### src/verilog/svm_pkg.sv
package svm_pkg;
  // register byte offsets on the bus
  localparam logic [7:0] ADDR_LEVEL = 8'h00;
  localparam logic [7:0] ADDR_CTRL1 = 8'h04;
  localparam logic [7:0] ADDR_CTRL2 = 8'h08;
  localparam logic [7:0] ADDR_CIRC = 8'h0C;
  localparam logic [7:0] ADDR_STAT1 = 8'h10;
  localparam logic [7:0] ADDR_STAT2 = 8'h14;
  localparam logic [7:0] ADDR_CTRL1B = 8'h18;
  localparam logic [7:0] ADDR_CTRL2B = 8'h1C;
  localparam logic [7:0] ADDR_OPT = 8'h20;
  // control 0 fields
  localparam int CR_FDIS = 0;
  localparam int CR_FSAMP_LO = 1;
  localparam int CR_RI = 3;
  localparam int CR_RIE = 4;
  localparam int CR_CMPE = 5;
  // control 1 fields
  localparam int CRB_EDGE_LO = 0;
  localparam int CRB_NMI = 2;
  localparam int CRB_RN = 3;
  // status, circuit enable and option fields
  localparam int ST_DET = 0;
  localparam int ST_MON = 1;
  localparam int CIRC_E1 = 0;
  localparam int CIRC_E2 = 1;
  localparam int OPT_MON0_LSB = 0;
  // reset values
  localparam logic [7:0] LEVEL_RESET = 8'h44;
  localparam logic [7:0] CTRL_RESET = 8'h01;
  localparam logic [7:0] CTRLB_RESET = 8'h00;
  localparam logic [1:0] CIRC_RESET = 2'h0;
  // edge selections
  localparam logic [1:0] EDGE_BOTH = 2'h0;
  localparam logic [1:0] EDGE_FALL = 2'h1;
  localparam logic [1:0] EDGE_RISE = 2'h2;
  // timing
  localparam int CLK_PERIOD_NS = 50;
  localparam int RELEASE_DELAY_NS = 100000;
  localparam int RELEASE_CYCLES = (RELEASE_DELAY_NS + CLK_PERIOD_NS - 1) / CLK_PERIOD_NS;
  localparam int REL_W = 12;
  // reset hold sequence of monitors 1 and 2
  typedef enum logic [1:0] {RS_IDLE = 2'b00, RS_HOLD = 2'b01, RS_COUNT = 2'b11} rst_state_e;

  function automatic logic legal_code(input logic [3:0] c);
    return (c == 4'h4) || (c == 4'h5) || (c == 4'h6) || (c == 4'hA) || (c == 4'hB);
  endfunction
endpackage

### src/verilog/supply_voltage_monitor_ctrl.sv
// Functional notes
// - monitor 1 threshold code takes only 0100, 0101, 0110, 1010, 1011
// - monitor 2 threshold code sits in level register bits 7 to 4
// - monitor 0 threshold from option bits, codes 10 and 11 usable only
// - monitors 1, 2 reset while low, release after rise or from drop
// - monitor 0 holds reset while low, releases after delay above threshold
// - interrupt mode raises non-maskable or maskable request per monitor
// - interrupt on falling, rising or both crossings per monitor
// - monitor 0 has no filter, interrupt or flag; reset only
// - filter samples low-speed clock divided by 2, 4, 8 or 16, twice
// - filter-disable bit 0 filters, 1 passes raw comparator result
// - monitor 2 owns its filter-disable and sample-clock fields
// - monitors 1 and 2 emit event pulses on crossings, monitor 0 none
// - select bit chooses reset (1) or interrupt (0), changed while disabled
// - compare-output enable gates comparator to crossing flag, events and actions
`timescale 1ns/1ns
module supply_voltage_monitor_ctrl #(
  parameter int RELEASE_CYCLES = svm_pkg::RELEASE_CYCLES
) (
  input wire logic mclk,
  input wire logic rst,
  input wire logic hsel,
  input wire logic [31:0] haddr,
  input wire logic [1:0] htrans,
  input wire logic hwrite,
  input wire logic [2:0] hsize,
  input wire logic [31:0] hwdata,
  input wire logic hready,
  output logic hreadyout,
  output logic hresp,
  output logic [31:0] hrdata,
  input wire logic cmp0Above,
  input wire logic cmp1Above,
  input wire logic cmp2Above,
  input wire logic lowOscTick,
  input wire logic [31:0] optionSettingWord,
  output logic [1:0] mon0ThresholdCode,
  output logic [3:0] mon1ThresholdCode,
  output logic [3:0] mon2ThresholdCode,
  output logic mon1CircuitEnable,
  output logic mon2CircuitEnable,
  output logic supplyReset,
  output logic nmiRequest,
  output logic irqRequest1,
  output logic irqRequest2,
  output logic event1,
  output logic event2
);
  logic [7:0] levelSel;
  logic [7:0] ctrl1;
  logic [7:0] ctrl2;
  logic [7:0] ctrl1b;
  logic [7:0] ctrl2b;
  logic [1:0] circEn;
  logic [31:0] optWord;
  logic optLoaded;
  logic mon0Legal;
  logic mon0Hold;
  logic [svm_pkg::REL_W-1:0] mon0Count;
  logic addrPhase;
  logic wrPending;
  logic rdWait;
  logic [7:0] regAddr;
  logic [31:0] rdValue;
  logic wrLevel;
  logic wrCtrl1;
  logic wrCtrl2;
  logic clear1;
  logic clear2;
  logic mon1Level;
  logic mon2Level;
  logic mon1Det;
  logic mon2Det;
  logic mon1Rst;
  logic mon2Rst;
  logic mon1Nmi;
  logic mon2Nmi;

  // bus address phase and data phase tracking
  assign addrPhase = hsel && hready && htrans[1];
  assign hreadyout = !rdWait;
  assign hresp = 1'b0;

  always_ff @(posedge mclk)
  begin
    if (rst)
    begin
      wrPending <= 1'b0;
      rdWait <= 1'b0;
      regAddr <= 8'h00;
    end
    else
    begin
      wrPending <= addrPhase && hwrite;
      rdWait <= addrPhase && !hwrite;
      if (addrPhase)
        regAddr <= haddr[7:0];
    end
  end

  always_ff @(posedge mclk)
  begin
    if (rst)
      hrdata <= 32'h00000000;
    else if (rdWait)
      hrdata <= rdValue;
  end

  always_comb
  begin
    rdValue = 32'h00000000;
    if (regAddr == svm_pkg::ADDR_LEVEL)
      rdValue = {24'h000000, levelSel};
    else if (regAddr == svm_pkg::ADDR_CTRL1)
      rdValue = {24'h000000, ctrl1};
    else if (regAddr == svm_pkg::ADDR_CTRL2)
      rdValue = {24'h000000, ctrl2};
    else if (regAddr == svm_pkg::ADDR_CIRC)
      rdValue = {30'h00000000, circEn};
    else if (regAddr == svm_pkg::ADDR_STAT1)
      rdValue = {30'h00000000, mon1Level, mon1Det};
    else if (regAddr == svm_pkg::ADDR_STAT2)
      rdValue = {30'h00000000, mon2Level, mon2Det};
    else if (regAddr == svm_pkg::ADDR_CTRL1B)
      rdValue = {24'h000000, ctrl1b};
    else if (regAddr == svm_pkg::ADDR_CTRL2B)
      rdValue = {24'h000000, ctrl2b};
    else if (regAddr == svm_pkg::ADDR_OPT)
      rdValue = optWord;
  end

  // write decodes
  assign wrLevel = wrPending && regAddr == svm_pkg::ADDR_LEVEL;
  assign wrCtrl1 = wrPending && regAddr == svm_pkg::ADDR_CTRL1;
  assign wrCtrl2 = wrPending && regAddr == svm_pkg::ADDR_CTRL2;
  assign clear1 = wrPending && regAddr == svm_pkg::ADDR_STAT1 && !hwdata[svm_pkg::ST_DET];
  assign clear2 = wrPending && regAddr == svm_pkg::ADDR_STAT2 && !hwdata[svm_pkg::ST_DET];

  // threshold codes, illegal codes are not stored
  always_ff @(posedge mclk)
  begin
    if (rst)
      levelSel <= svm_pkg::LEVEL_RESET;
    else if (wrLevel)
    begin
      if (svm_pkg::legal_code(hwdata[3:0]))
        levelSel[3:0] <= hwdata[3:0];
      if (svm_pkg::legal_code(hwdata[7:4]))
        levelSel[7:4] <= hwdata[7:4];
    end
  end

  // control 0; reset/interrupt select locked while action enabled
  always_ff @(posedge mclk)
  begin
    if (rst)
      ctrl1 <= svm_pkg::CTRL_RESET;
    else if (wrCtrl1)
    begin
      ctrl1 <= {2'h0, hwdata[5:4], ctrl1[svm_pkg::CR_RI], hwdata[2:0]};
      if (!ctrl1[svm_pkg::CR_RIE])
        ctrl1[svm_pkg::CR_RI] <= hwdata[svm_pkg::CR_RI];
    end
  end

  always_ff @(posedge mclk)
  begin
    if (rst)
      ctrl2 <= svm_pkg::CTRL_RESET;
    else if (wrCtrl2)
    begin
      ctrl2 <= {2'h0, hwdata[5:4], ctrl2[svm_pkg::CR_RI], hwdata[2:0]};
      if (!ctrl2[svm_pkg::CR_RIE])
        ctrl2[svm_pkg::CR_RI] <= hwdata[svm_pkg::CR_RI];
    end
  end

  always_ff @(posedge mclk)
  begin
    if (rst)
    begin
      ctrl1b <= svm_pkg::CTRLB_RESET;
      ctrl2b <= svm_pkg::CTRLB_RESET;
      circEn <= svm_pkg::CIRC_RESET;
    end
    else if (wrPending)
    begin
      if (regAddr == svm_pkg::ADDR_CTRL1B)
        ctrl1b <= {4'h0, hwdata[3:0]};
      if (regAddr == svm_pkg::ADDR_CTRL2B)
        ctrl2b <= {4'h0, hwdata[3:0]};
      if (regAddr == svm_pkg::ADDR_CIRC)
        circEn <= hwdata[1:0];
    end
  end

  // option word caught after reset release
  always_ff @(posedge mclk)
  begin
    if (rst)
    begin
      optLoaded <= 1'b0;
      optWord <= 32'h00000000;
    end
    else if (!optLoaded)
    begin
      optLoaded <= 1'b1;
      optWord <= optionSettingWord;
    end
  end

  assign mon0ThresholdCode = optWord[svm_pkg::OPT_MON0_LSB +: 2];
  assign mon0Legal = optLoaded && mon0ThresholdCode[1];

  // monitor 0: reset only, no filter, flag or event
  always_ff @(posedge mclk)
  begin
    if (rst)
    begin
      mon0Hold <= 1'b1;
      mon0Count <= '0;
    end
    else if (optLoaded)
    begin
      if (!mon0Legal)
        mon0Hold <= 1'b0;
      else if (!cmp0Above)
      begin
        mon0Hold <= 1'b1;
        mon0Count <= '0;
      end
      else if (mon0Hold)
      begin
        mon0Count <= mon0Count + 1'b1;
        if (mon0Count == svm_pkg::REL_W'(RELEASE_CYCLES - 1))
          mon0Hold <= 1'b0;
      end
    end
  end

  svm_monitor #(.RELEASE_CYCLES(RELEASE_CYCLES)) mon1 (
    .mclk(mclk),
    .rst(rst),
    .cmpAbove(cmp1Above),
    .lowOscTick(lowOscTick),
    .circuitEnable(circEn[svm_pkg::CIRC_E1]),
    .compareOutEnable(ctrl1[svm_pkg::CR_CMPE]),
    .filterDisable(ctrl1[svm_pkg::CR_FDIS]),
    .sampleClockSel(ctrl1[svm_pkg::CR_FSAMP_LO +: 2]),
    .resetOrIrqSel(ctrl1[svm_pkg::CR_RI]),
    .actionEnable(ctrl1[svm_pkg::CR_RIE]),
    .nmiSel(ctrl1b[svm_pkg::CRB_NMI]),
    .edgeSel(ctrl1b[svm_pkg::CRB_EDGE_LO +: 2]),
    .releaseMode(ctrl1b[svm_pkg::CRB_RN]),
    .clearCrossing(clear1),
    .levelFlag(mon1Level),
    .crossingFlag(mon1Det),
    .resetReq(mon1Rst),
    .nmiPulse(mon1Nmi),
    .irqPulse(irqRequest1),
    .eventPulse(event1)
  );

  svm_monitor #(.RELEASE_CYCLES(RELEASE_CYCLES)) mon2 (
    .mclk(mclk),
    .rst(rst),
    .cmpAbove(cmp2Above),
    .lowOscTick(lowOscTick),
    .circuitEnable(circEn[svm_pkg::CIRC_E2]),
    .compareOutEnable(ctrl2[svm_pkg::CR_CMPE]),
    .filterDisable(ctrl2[svm_pkg::CR_FDIS]),
    .sampleClockSel(ctrl2[svm_pkg::CR_FSAMP_LO +: 2]),
    .resetOrIrqSel(ctrl2[svm_pkg::CR_RI]),
    .actionEnable(ctrl2[svm_pkg::CR_RIE]),
    .nmiSel(ctrl2b[svm_pkg::CRB_NMI]),
    .edgeSel(ctrl2b[svm_pkg::CRB_EDGE_LO +: 2]),
    .releaseMode(ctrl2b[svm_pkg::CRB_RN]),
    .clearCrossing(clear2),
    .levelFlag(mon2Level),
    .crossingFlag(mon2Det),
    .resetReq(mon2Rst),
    .nmiPulse(mon2Nmi),
    .irqPulse(irqRequest2),
    .eventPulse(event2)
  );

  assign mon1ThresholdCode = levelSel[3:0];
  assign mon2ThresholdCode = levelSel[7:4];
  assign mon1CircuitEnable = circEn[svm_pkg::CIRC_E1];
  assign mon2CircuitEnable = circEn[svm_pkg::CIRC_E2];
  assign supplyReset = mon0Hold || mon1Rst || mon2Rst;
  assign nmiRequest = mon1Nmi || mon2Nmi;

  AST_LEVEL1_LEGAL: assert property (@(posedge mclk) disable iff (rst)
    wrLevel && !svm_pkg::legal_code(hwdata[3:0]) |=> $stable(levelSel[3:0]))
    else $error("illegal monitor 1 code stored");
  AST_LEVEL2_LEGAL: assert property (@(posedge mclk) disable iff (rst)
    wrLevel && svm_pkg::legal_code(hwdata[7:4]) |=> levelSel[7:4] == $past(hwdata[7:4]))
    else $error("legal monitor 2 code not stored");
  AST_MON0_RESERVED: assert property (@(posedge mclk) disable iff (rst)
    optLoaded && !mon0ThresholdCode[1] |=> !mon0Hold)
    else $error("monitor 0 active with reserved code");
  AST_MON0_HOLD: assert property (@(posedge mclk) disable iff (rst)
    mon0Legal && !cmp0Above |=> supplyReset ##1 supplyReset)
    else $error("monitor 0 reset not held");
  AST_MON0_NO_EARLY: assert property (@(posedge mclk) disable iff (rst)
    mon0Legal && mon0Hold && cmp0Above && mon0Count == '0 |-> mon0Hold [*8])
    else $error("monitor 0 released too early");
  AST_RI_LOCK: assert property (@(posedge mclk) disable iff (rst)
    wrCtrl1 && ctrl1[svm_pkg::CR_RIE] |=> $stable(ctrl1[svm_pkg::CR_RI]))
    else $error("reset select changed while action enabled");
  AST_READ_WAIT: assert property (@(posedge mclk) disable iff (rst)
    addrPhase && !hwrite |=> !hreadyout ##1 hreadyout)
    else $error("read data phase not one wait state");
endmodule

### src/verilog/svm_monitor.sv
`timescale 1ns/1ns
module svm_monitor #(
  parameter int RELEASE_CYCLES = svm_pkg::RELEASE_CYCLES
) (
  input wire logic mclk,
  input wire logic rst,
  input wire logic cmpAbove,
  input wire logic lowOscTick,
  input wire logic circuitEnable,
  input wire logic compareOutEnable,
  input wire logic filterDisable,
  input wire logic [1:0] sampleClockSel,
  input wire logic resetOrIrqSel,
  input wire logic actionEnable,
  input wire logic nmiSel,
  input wire logic [1:0] edgeSel,
  input wire logic releaseMode,
  input wire logic clearCrossing,
  output logic levelFlag,
  output logic crossingFlag,
  output logic resetReq,
  output logic nmiPulse,
  output logic irqPulse,
  output logic eventPulse
);
  logic [3:0] divCount;
  logic [4:0] divisor;
  logic sampTick;
  logic sampA;
  logic filtLevel;
  logic rawLevel;
  logic prevLevel;
  logic active;
  logic riseEdge;
  logic fallEdge;
  logic edgeHit;
  logic armed;
  logic relDone;
  logic [svm_pkg::REL_W-1:0] relCount;
  svm_pkg::rst_state_e rstState;

  // divided low-speed clock, n = 2, 4, 8, 16
  assign divisor = 5'h02 << sampleClockSel;
  assign sampTick = lowOscTick && ({1'b0, divCount} == divisor - 5'h01);

  always_ff @(posedge mclk)
  begin
    if (rst || filterDisable)
      divCount <= 4'h0;
    else if (lowOscTick)
      divCount <= sampTick ? 4'h0 : divCount + 4'h1;
  end

  // two agreeing samples make a decision
  always_ff @(posedge mclk)
  begin
    if (rst)
    begin
      sampA <= 1'b0;
      filtLevel <= 1'b0;
    end
    else if (filterDisable)
    begin
      sampA <= cmpAbove;
      filtLevel <= cmpAbove;
    end
    else if (sampTick)
    begin
      sampA <= cmpAbove;
      if (cmpAbove == sampA)
        filtLevel <= cmpAbove;
    end
  end

  assign rawLevel = filterDisable ? cmpAbove : filtLevel;
  assign active = circuitEnable && compareOutEnable;
  assign riseEdge = active && rawLevel && !prevLevel;
  assign fallEdge = active && !rawLevel && prevLevel;
  assign edgeHit = (riseEdge && edgeSel != svm_pkg::EDGE_FALL)
    || (fallEdge && edgeSel != svm_pkg::EDGE_RISE);
  assign armed = active && actionEnable && resetOrIrqSel;
  assign relDone = relCount == svm_pkg::REL_W'(RELEASE_CYCLES - 1);

  always_ff @(posedge mclk)
  begin
    if (rst)
    begin
      prevLevel <= 1'b1;
      levelFlag <= 1'b0;
    end
    else
    begin
      prevLevel <= rawLevel;
      if (circuitEnable)
        levelFlag <= rawLevel;
    end
  end

  // sticky crossing flag, a new crossing beats the clear
  always_ff @(posedge mclk)
  begin
    if (rst)
      crossingFlag <= 1'b0;
    else if (riseEdge || fallEdge)
      crossingFlag <= 1'b1;
    else if (clearCrossing)
      crossingFlag <= 1'b0;
  end

  always_ff @(posedge mclk)
  begin
    if (rst)
    begin
      eventPulse <= 1'b0;
      nmiPulse <= 1'b0;
      irqPulse <= 1'b0;
    end
    else
    begin
      eventPulse <= riseEdge || fallEdge;
      nmiPulse <= edgeHit && actionEnable && !resetOrIrqSel && nmiSel;
      irqPulse <= edgeHit && actionEnable && !resetOrIrqSel && !nmiSel;
    end
  end

  // reset hold: release after rise (mode 0) or counted from drop (mode 1)
  always_ff @(posedge mclk)
  begin
    if (rst || !armed)
    begin
      rstState <= svm_pkg::RS_IDLE;
      relCount <= '0;
    end
    else
    begin
      case (rstState)
        svm_pkg::RS_IDLE:
        begin
          relCount <= '0;
          if (!rawLevel && (!releaseMode || fallEdge))
            rstState <= releaseMode ? svm_pkg::RS_COUNT : svm_pkg::RS_HOLD;
        end
        svm_pkg::RS_HOLD:
        begin
          relCount <= '0;
          if (rawLevel)
            rstState <= svm_pkg::RS_COUNT;
        end
        svm_pkg::RS_COUNT:
        begin
          relCount <= relCount + 1'b1;
          if (!rawLevel && !releaseMode)
            rstState <= svm_pkg::RS_HOLD;
          else if (relDone)
            rstState <= svm_pkg::RS_IDLE;
        end
        default:
          rstState <= svm_pkg::RS_IDLE;
      endcase
    end
  end

  assign resetReq = rstState != svm_pkg::RS_IDLE;

  AST_DET_STICKY: assert property (@(posedge mclk) disable iff (rst)
    crossingFlag && !clearCrossing |=> crossingFlag)
    else $error("crossing flag dropped without a clear");
  AST_EVENT_PULSE: assert property (@(posedge mclk) disable iff (rst)
    (riseEdge || fallEdge) |=> eventPulse && crossingFlag
    ##1 (eventPulse == $past(riseEdge || fallEdge)))
    else $error("crossing did not give one event pulse");
  AST_EDGE_FILTER: assert property (@(posedge mclk) disable iff (rst)
    riseEdge && edgeSel == svm_pkg::EDGE_FALL |=> !nmiPulse && !irqPulse)
    else $error("interrupt on an unselected edge");
  AST_RESET_LOW: assert property (@(posedge mclk) disable iff (rst)
    armed && !rawLevel && !releaseMode ##1 armed |-> resetReq)
    else $error("reset not held while supply low");
  AST_FILTER_HOLD: assert property (@(posedge mclk) disable iff (rst)
    !filterDisable && !sampTick |=> $stable(filtLevel))
    else $error("filter changed between sampling ticks");
endmodule

### config.mk
export PLATFORM = sky130hd
export DESIGN_NAME = supply_voltage_monitor_ctrl
export DESIGN_NICKNAME = d
export VERILOG_FILES = /design/src/verilog/svm_pkg.sv /design/src/verilog/supply_voltage_monitor_ctrl.sv /design/src/verilog/svm_monitor.sv
export SDC_FILE = /design/constraint.sdc
export NUM_CORES = 1
export LEC_CHECK = 0
export ABC_CLOCK_PERIOD_IN_PS = 4400
export BUFFER_PORTS_ARGS = -buffer_cell sky130_fd_sc_hd__buf_4
export CAP_MARGIN = 20
export CORE_MARGIN = 4
export CORE_UTILIZATION = 40
export DETAILED_ROUTE_END_ITERATION = 10
export PLACE_DENSITY = 0.6
export SLEW_MARGIN = 25
export SYNTH_ARGS = -nofsm -noshare
export SYNTH_HDL_FRONTEND = slang
export SYNTH_SLANG_ARGS = --single-unit
### constraint.sdc
create_clock -name mclk -period 4.4 [get_ports mclk]
set_clock_uncertainty 0.05 [all_clocks]
set_input_delay 1.1 -clock mclk [delete_from_list [all_inputs] [get_ports mclk]]
set_output_delay 1.1 -clock mclk [all_outputs]
set_load 0.1 [all_outputs]
==> results.json <==
{
  "ios": 162,
  "drt_wl_total_um": 18900,
  "firstDrtPassIters": 5,
  "cts_root_buf": "clkbuf_16",
  "ys.flop_type": "dfxtp_1",
  "clockBufferDepth": 2,
  "clock-sinks": 170,
  "nFillCells": 1697,
  "drt-wirelength-per-cell_um": 16.52,
  "path_clk_slew_ps": 60,
  "htree_levels": 4,
  "r2r-start": "regAddr[2]",
  "maxCapViolCount": 0,
  "finalHoldViolations": 0,
  "finalSetupViolCount": 0,
  "grt_pass1_wl_um": 30800,
  "cp-end-kind": "output pin",
  "tns_ps": 0,
  "synth.net_count": 932,
  "grt.overflow.total": 0,
  "pre_cts_slack_ps": 1615,
  "cp_slowest_cell": "or4_1",
  "synthArstFlopShare_pct": 0,
  "crit_family": "simple AND/OR/NAND/NOR gates",
  "synthTopCellsByArea": "dfxtp_1 47%, mux2i_1 8.7%, nor2_1 6.9%, nand2_1 3.7%, a21oi_1 2.7%",
  "worstReg2RegEnd": "hrdata[10]",
  "syn_area_sq_um": 7238,
  "crit_required_ps": 3250,
  "antennaDiodeCount": 0,
  "hpwl_um": 13050,
  "power_mw": 3.315,
  "ys_types": 64,
  "cts_hold_buffers": 0,
  "status": "complete, no violations",
  "avgViaCountPerCell": 5.324,
  "grt_pass1_vias": 5976,
  "rr_worst_depth": 6,
  "grt_antenna_before_repair": 0,
  "port_buffers": 108,
  "drc_errors": 0,
  "layout.nets": 1021,
  "gp_congestion": 0.8816,
  "max-slew-margin-rel_pct": 34.81,
  "use_met1_pct": 23.85,
  "regArea_sq_um": 3405,
  "fp-row-count": 48,
  "clock_latency_ps": 430,
  "final_cell_mix": "169 x dfxtp_1, 134 x nor2_1, 116 x buf_4, 71 x nand2_1, 63 x mux2i_1",
  "ys_ff_latch": 170,
  "final_common_cell": "dfxtp_1",
  "synth_warnings": 0,
  "finalWorstPathRequiredPeriod_ps": 3042,
  "min_period_over_period_pct": 69.14,
  "core_area_sq_um": 17540,
  "synth_top_area_share_pct": 47.02,
  "crit_arrival_ps": 1890,
  "hp-class": "reg2reg",
  "grt-busiest-layer": "met2",
  "die_h_um": 142.5,
  "fin_ws_ps": 1358,
  "ys_seq_area_share_pct": 47.02,
  "multi_input_area_sq_um": 3558,
  "cts_inserted_buffers": 17,
  "grtUsageTotal_pct": 19.12,
  "powerDensity_nw_per_um2": 377.7,
  "via_count": 6091,
  "syn_to_final_growth_pct": 21.26,
  "drive_gt1_share_pct": 17.85,
  "cts_setup_buffers": 0,
  "final_max_slew_viol_count": 0,
  "worst_ir_drop_vdd_mv": 0.2834,
  "cts_tree": "built",
  "cp-start-kind": "flip-flop",
  "min_from": "mon0Count[1]",
  "crit_chain": "or2_2 -> or4_1 -> buf_4",
  "whs_path_depth": 2,
  "worstSetupPathType": "reg2out",
  "die_area_sq_um": 20310,
  "path_buf_inv": 1,
  "dr.first_iter.drc_count": 441,
  "use_met3_pct": 7.560,
  "start_util_pct": 41.27,
  "min_to": "mon0Count[1]",
  "rrSetupSlack_ps": 1870,
  "synth_edf_count": 0,
  "use_met2_pct": 30.07,
  "synth_area_per_cell_sq_um": 8.859,
  "grt_max_degree": 51,
  "die_x_um": 142.5,
  "yosys.area.top_type": "dfxtp_1",
  "netlist_instances": 817,
  "post_cts_resized": 0,
  "rsz0062_at_grt": "false",
  "p_leak_nw": 3.548,
  "max_freq_mhz": 328.7,
  "critPathMaxStageDelay_ps": 440,
  "worst-path-max-fanout": 9,
  "worst_pin_slew_ps": 977.9,
  "ant_nets": 0
}
[per-layer routing]
layer	routed length (um)	up-vias	part of all wire, %
li1	-	3040	-
met1	8379	2854	44
met3	1694	19	9.0
met4	285	0	1.5
met2	8542	178	45
met5	0	-	0
[layout make-up]
cell class | instances | share of cell area (%)
inverter | 19 | 0.8125
clock buffer | 23 | 5.445
multi-input combinational | 582 | 40.54
sequential | 170 | 38.79
tap | 225 | 3.207
timing repair buffer | 116 | 9.922
clock inverter | 9 | 1.283
[metrics by stage]
step | cell area [sq um] | hold slack, ps | std cells | util [%]
after global placement | 8187 | 393.3 | 1112 | 46.68
after detailed placement | 8187 | 405.1 | 1112 | 46.68
after global routing | 8777 | 445.2 | 1144 | 50.05
after floorplan | 7238 | 361.7 | 817 | -
final | 8777 | 421.3 | 1144 | 50.05
after CTS | 8777 | 414.5 | 1144 | 50.05
[worst reg2reg max path: cells and delay by family, from the launching register on]
family                 cells  cell delay (ps)
AO/OA/AOI/OAI              1              150
buffers and inverters      1              220
flip-flops                 1              290
AND/OR/NAND/NOR            4             1760
[worst max-delay path by stage]
stage | start | end | slack (ps) | cells after the start
2_1_floorplan | mon2.rstState[0] | supplyReset | 1620 | 3
3_3_place_gp | rst | mon1.relCount[6] | 1630 | 5
3_5_place_dp | rst | mon1.relCount[6] | 1610 | 5
4_1_cts | mon2.rstState[0] | supplyReset | 1300 | 3
5_1_grt | mon2.rstState[0] | supplyReset | 1270 | 3
6_report | mon2.rstState[0] | supplyReset | 1360 | 3
[power by group]
group / switching, mW / internal, mW
Sequential: 0.0234 / 1.57
Combinational: 0.134 / 0.0856
Clock: 0.622 / 0.885
[synth_stat cells (11+ instances only)]
master,count
a21oi_1,39
a22oi_1,24
and3_1,13
clkbuf_1,28
dfxtp_1,170
inv_1,19
mux2i_1,63
nand2_1,71
nand3_1,22
nand4_1,19
nor2_1,134
nor3_1,18
nor4_1,11
o21ai_0,24
xnor2_1,20
xor2_1,19
[cells by family (layout without fill, tap and decap cells)]
family                     after synthesis  count (layout)  share of synthesized area, %
and+or+nand+nor                        333             333                         21.94
xor gates and xnor gates                39              39                         4.719
other                                    1               1                       0.05181
buffers and inverters                   65             167                         3.820
muxes                                   64              64                         8.868
adders and majority gates                5               5                        0.8643
AOI/OAI and AO/OA                      140             140                         12.72
DFF                                    170             170                         47.02
[sequential cells by signal, summed over array words and instances (netlist names), 6 cells and up]
name,flops
mon2.relCount,12
hrdata,32
levelSel,8
optWord,32
mon1.relCount,12
mon0Count,12
ctrl1,6
ctrl2,6
regAddr,8
Power figures use the tool's default switching activity.
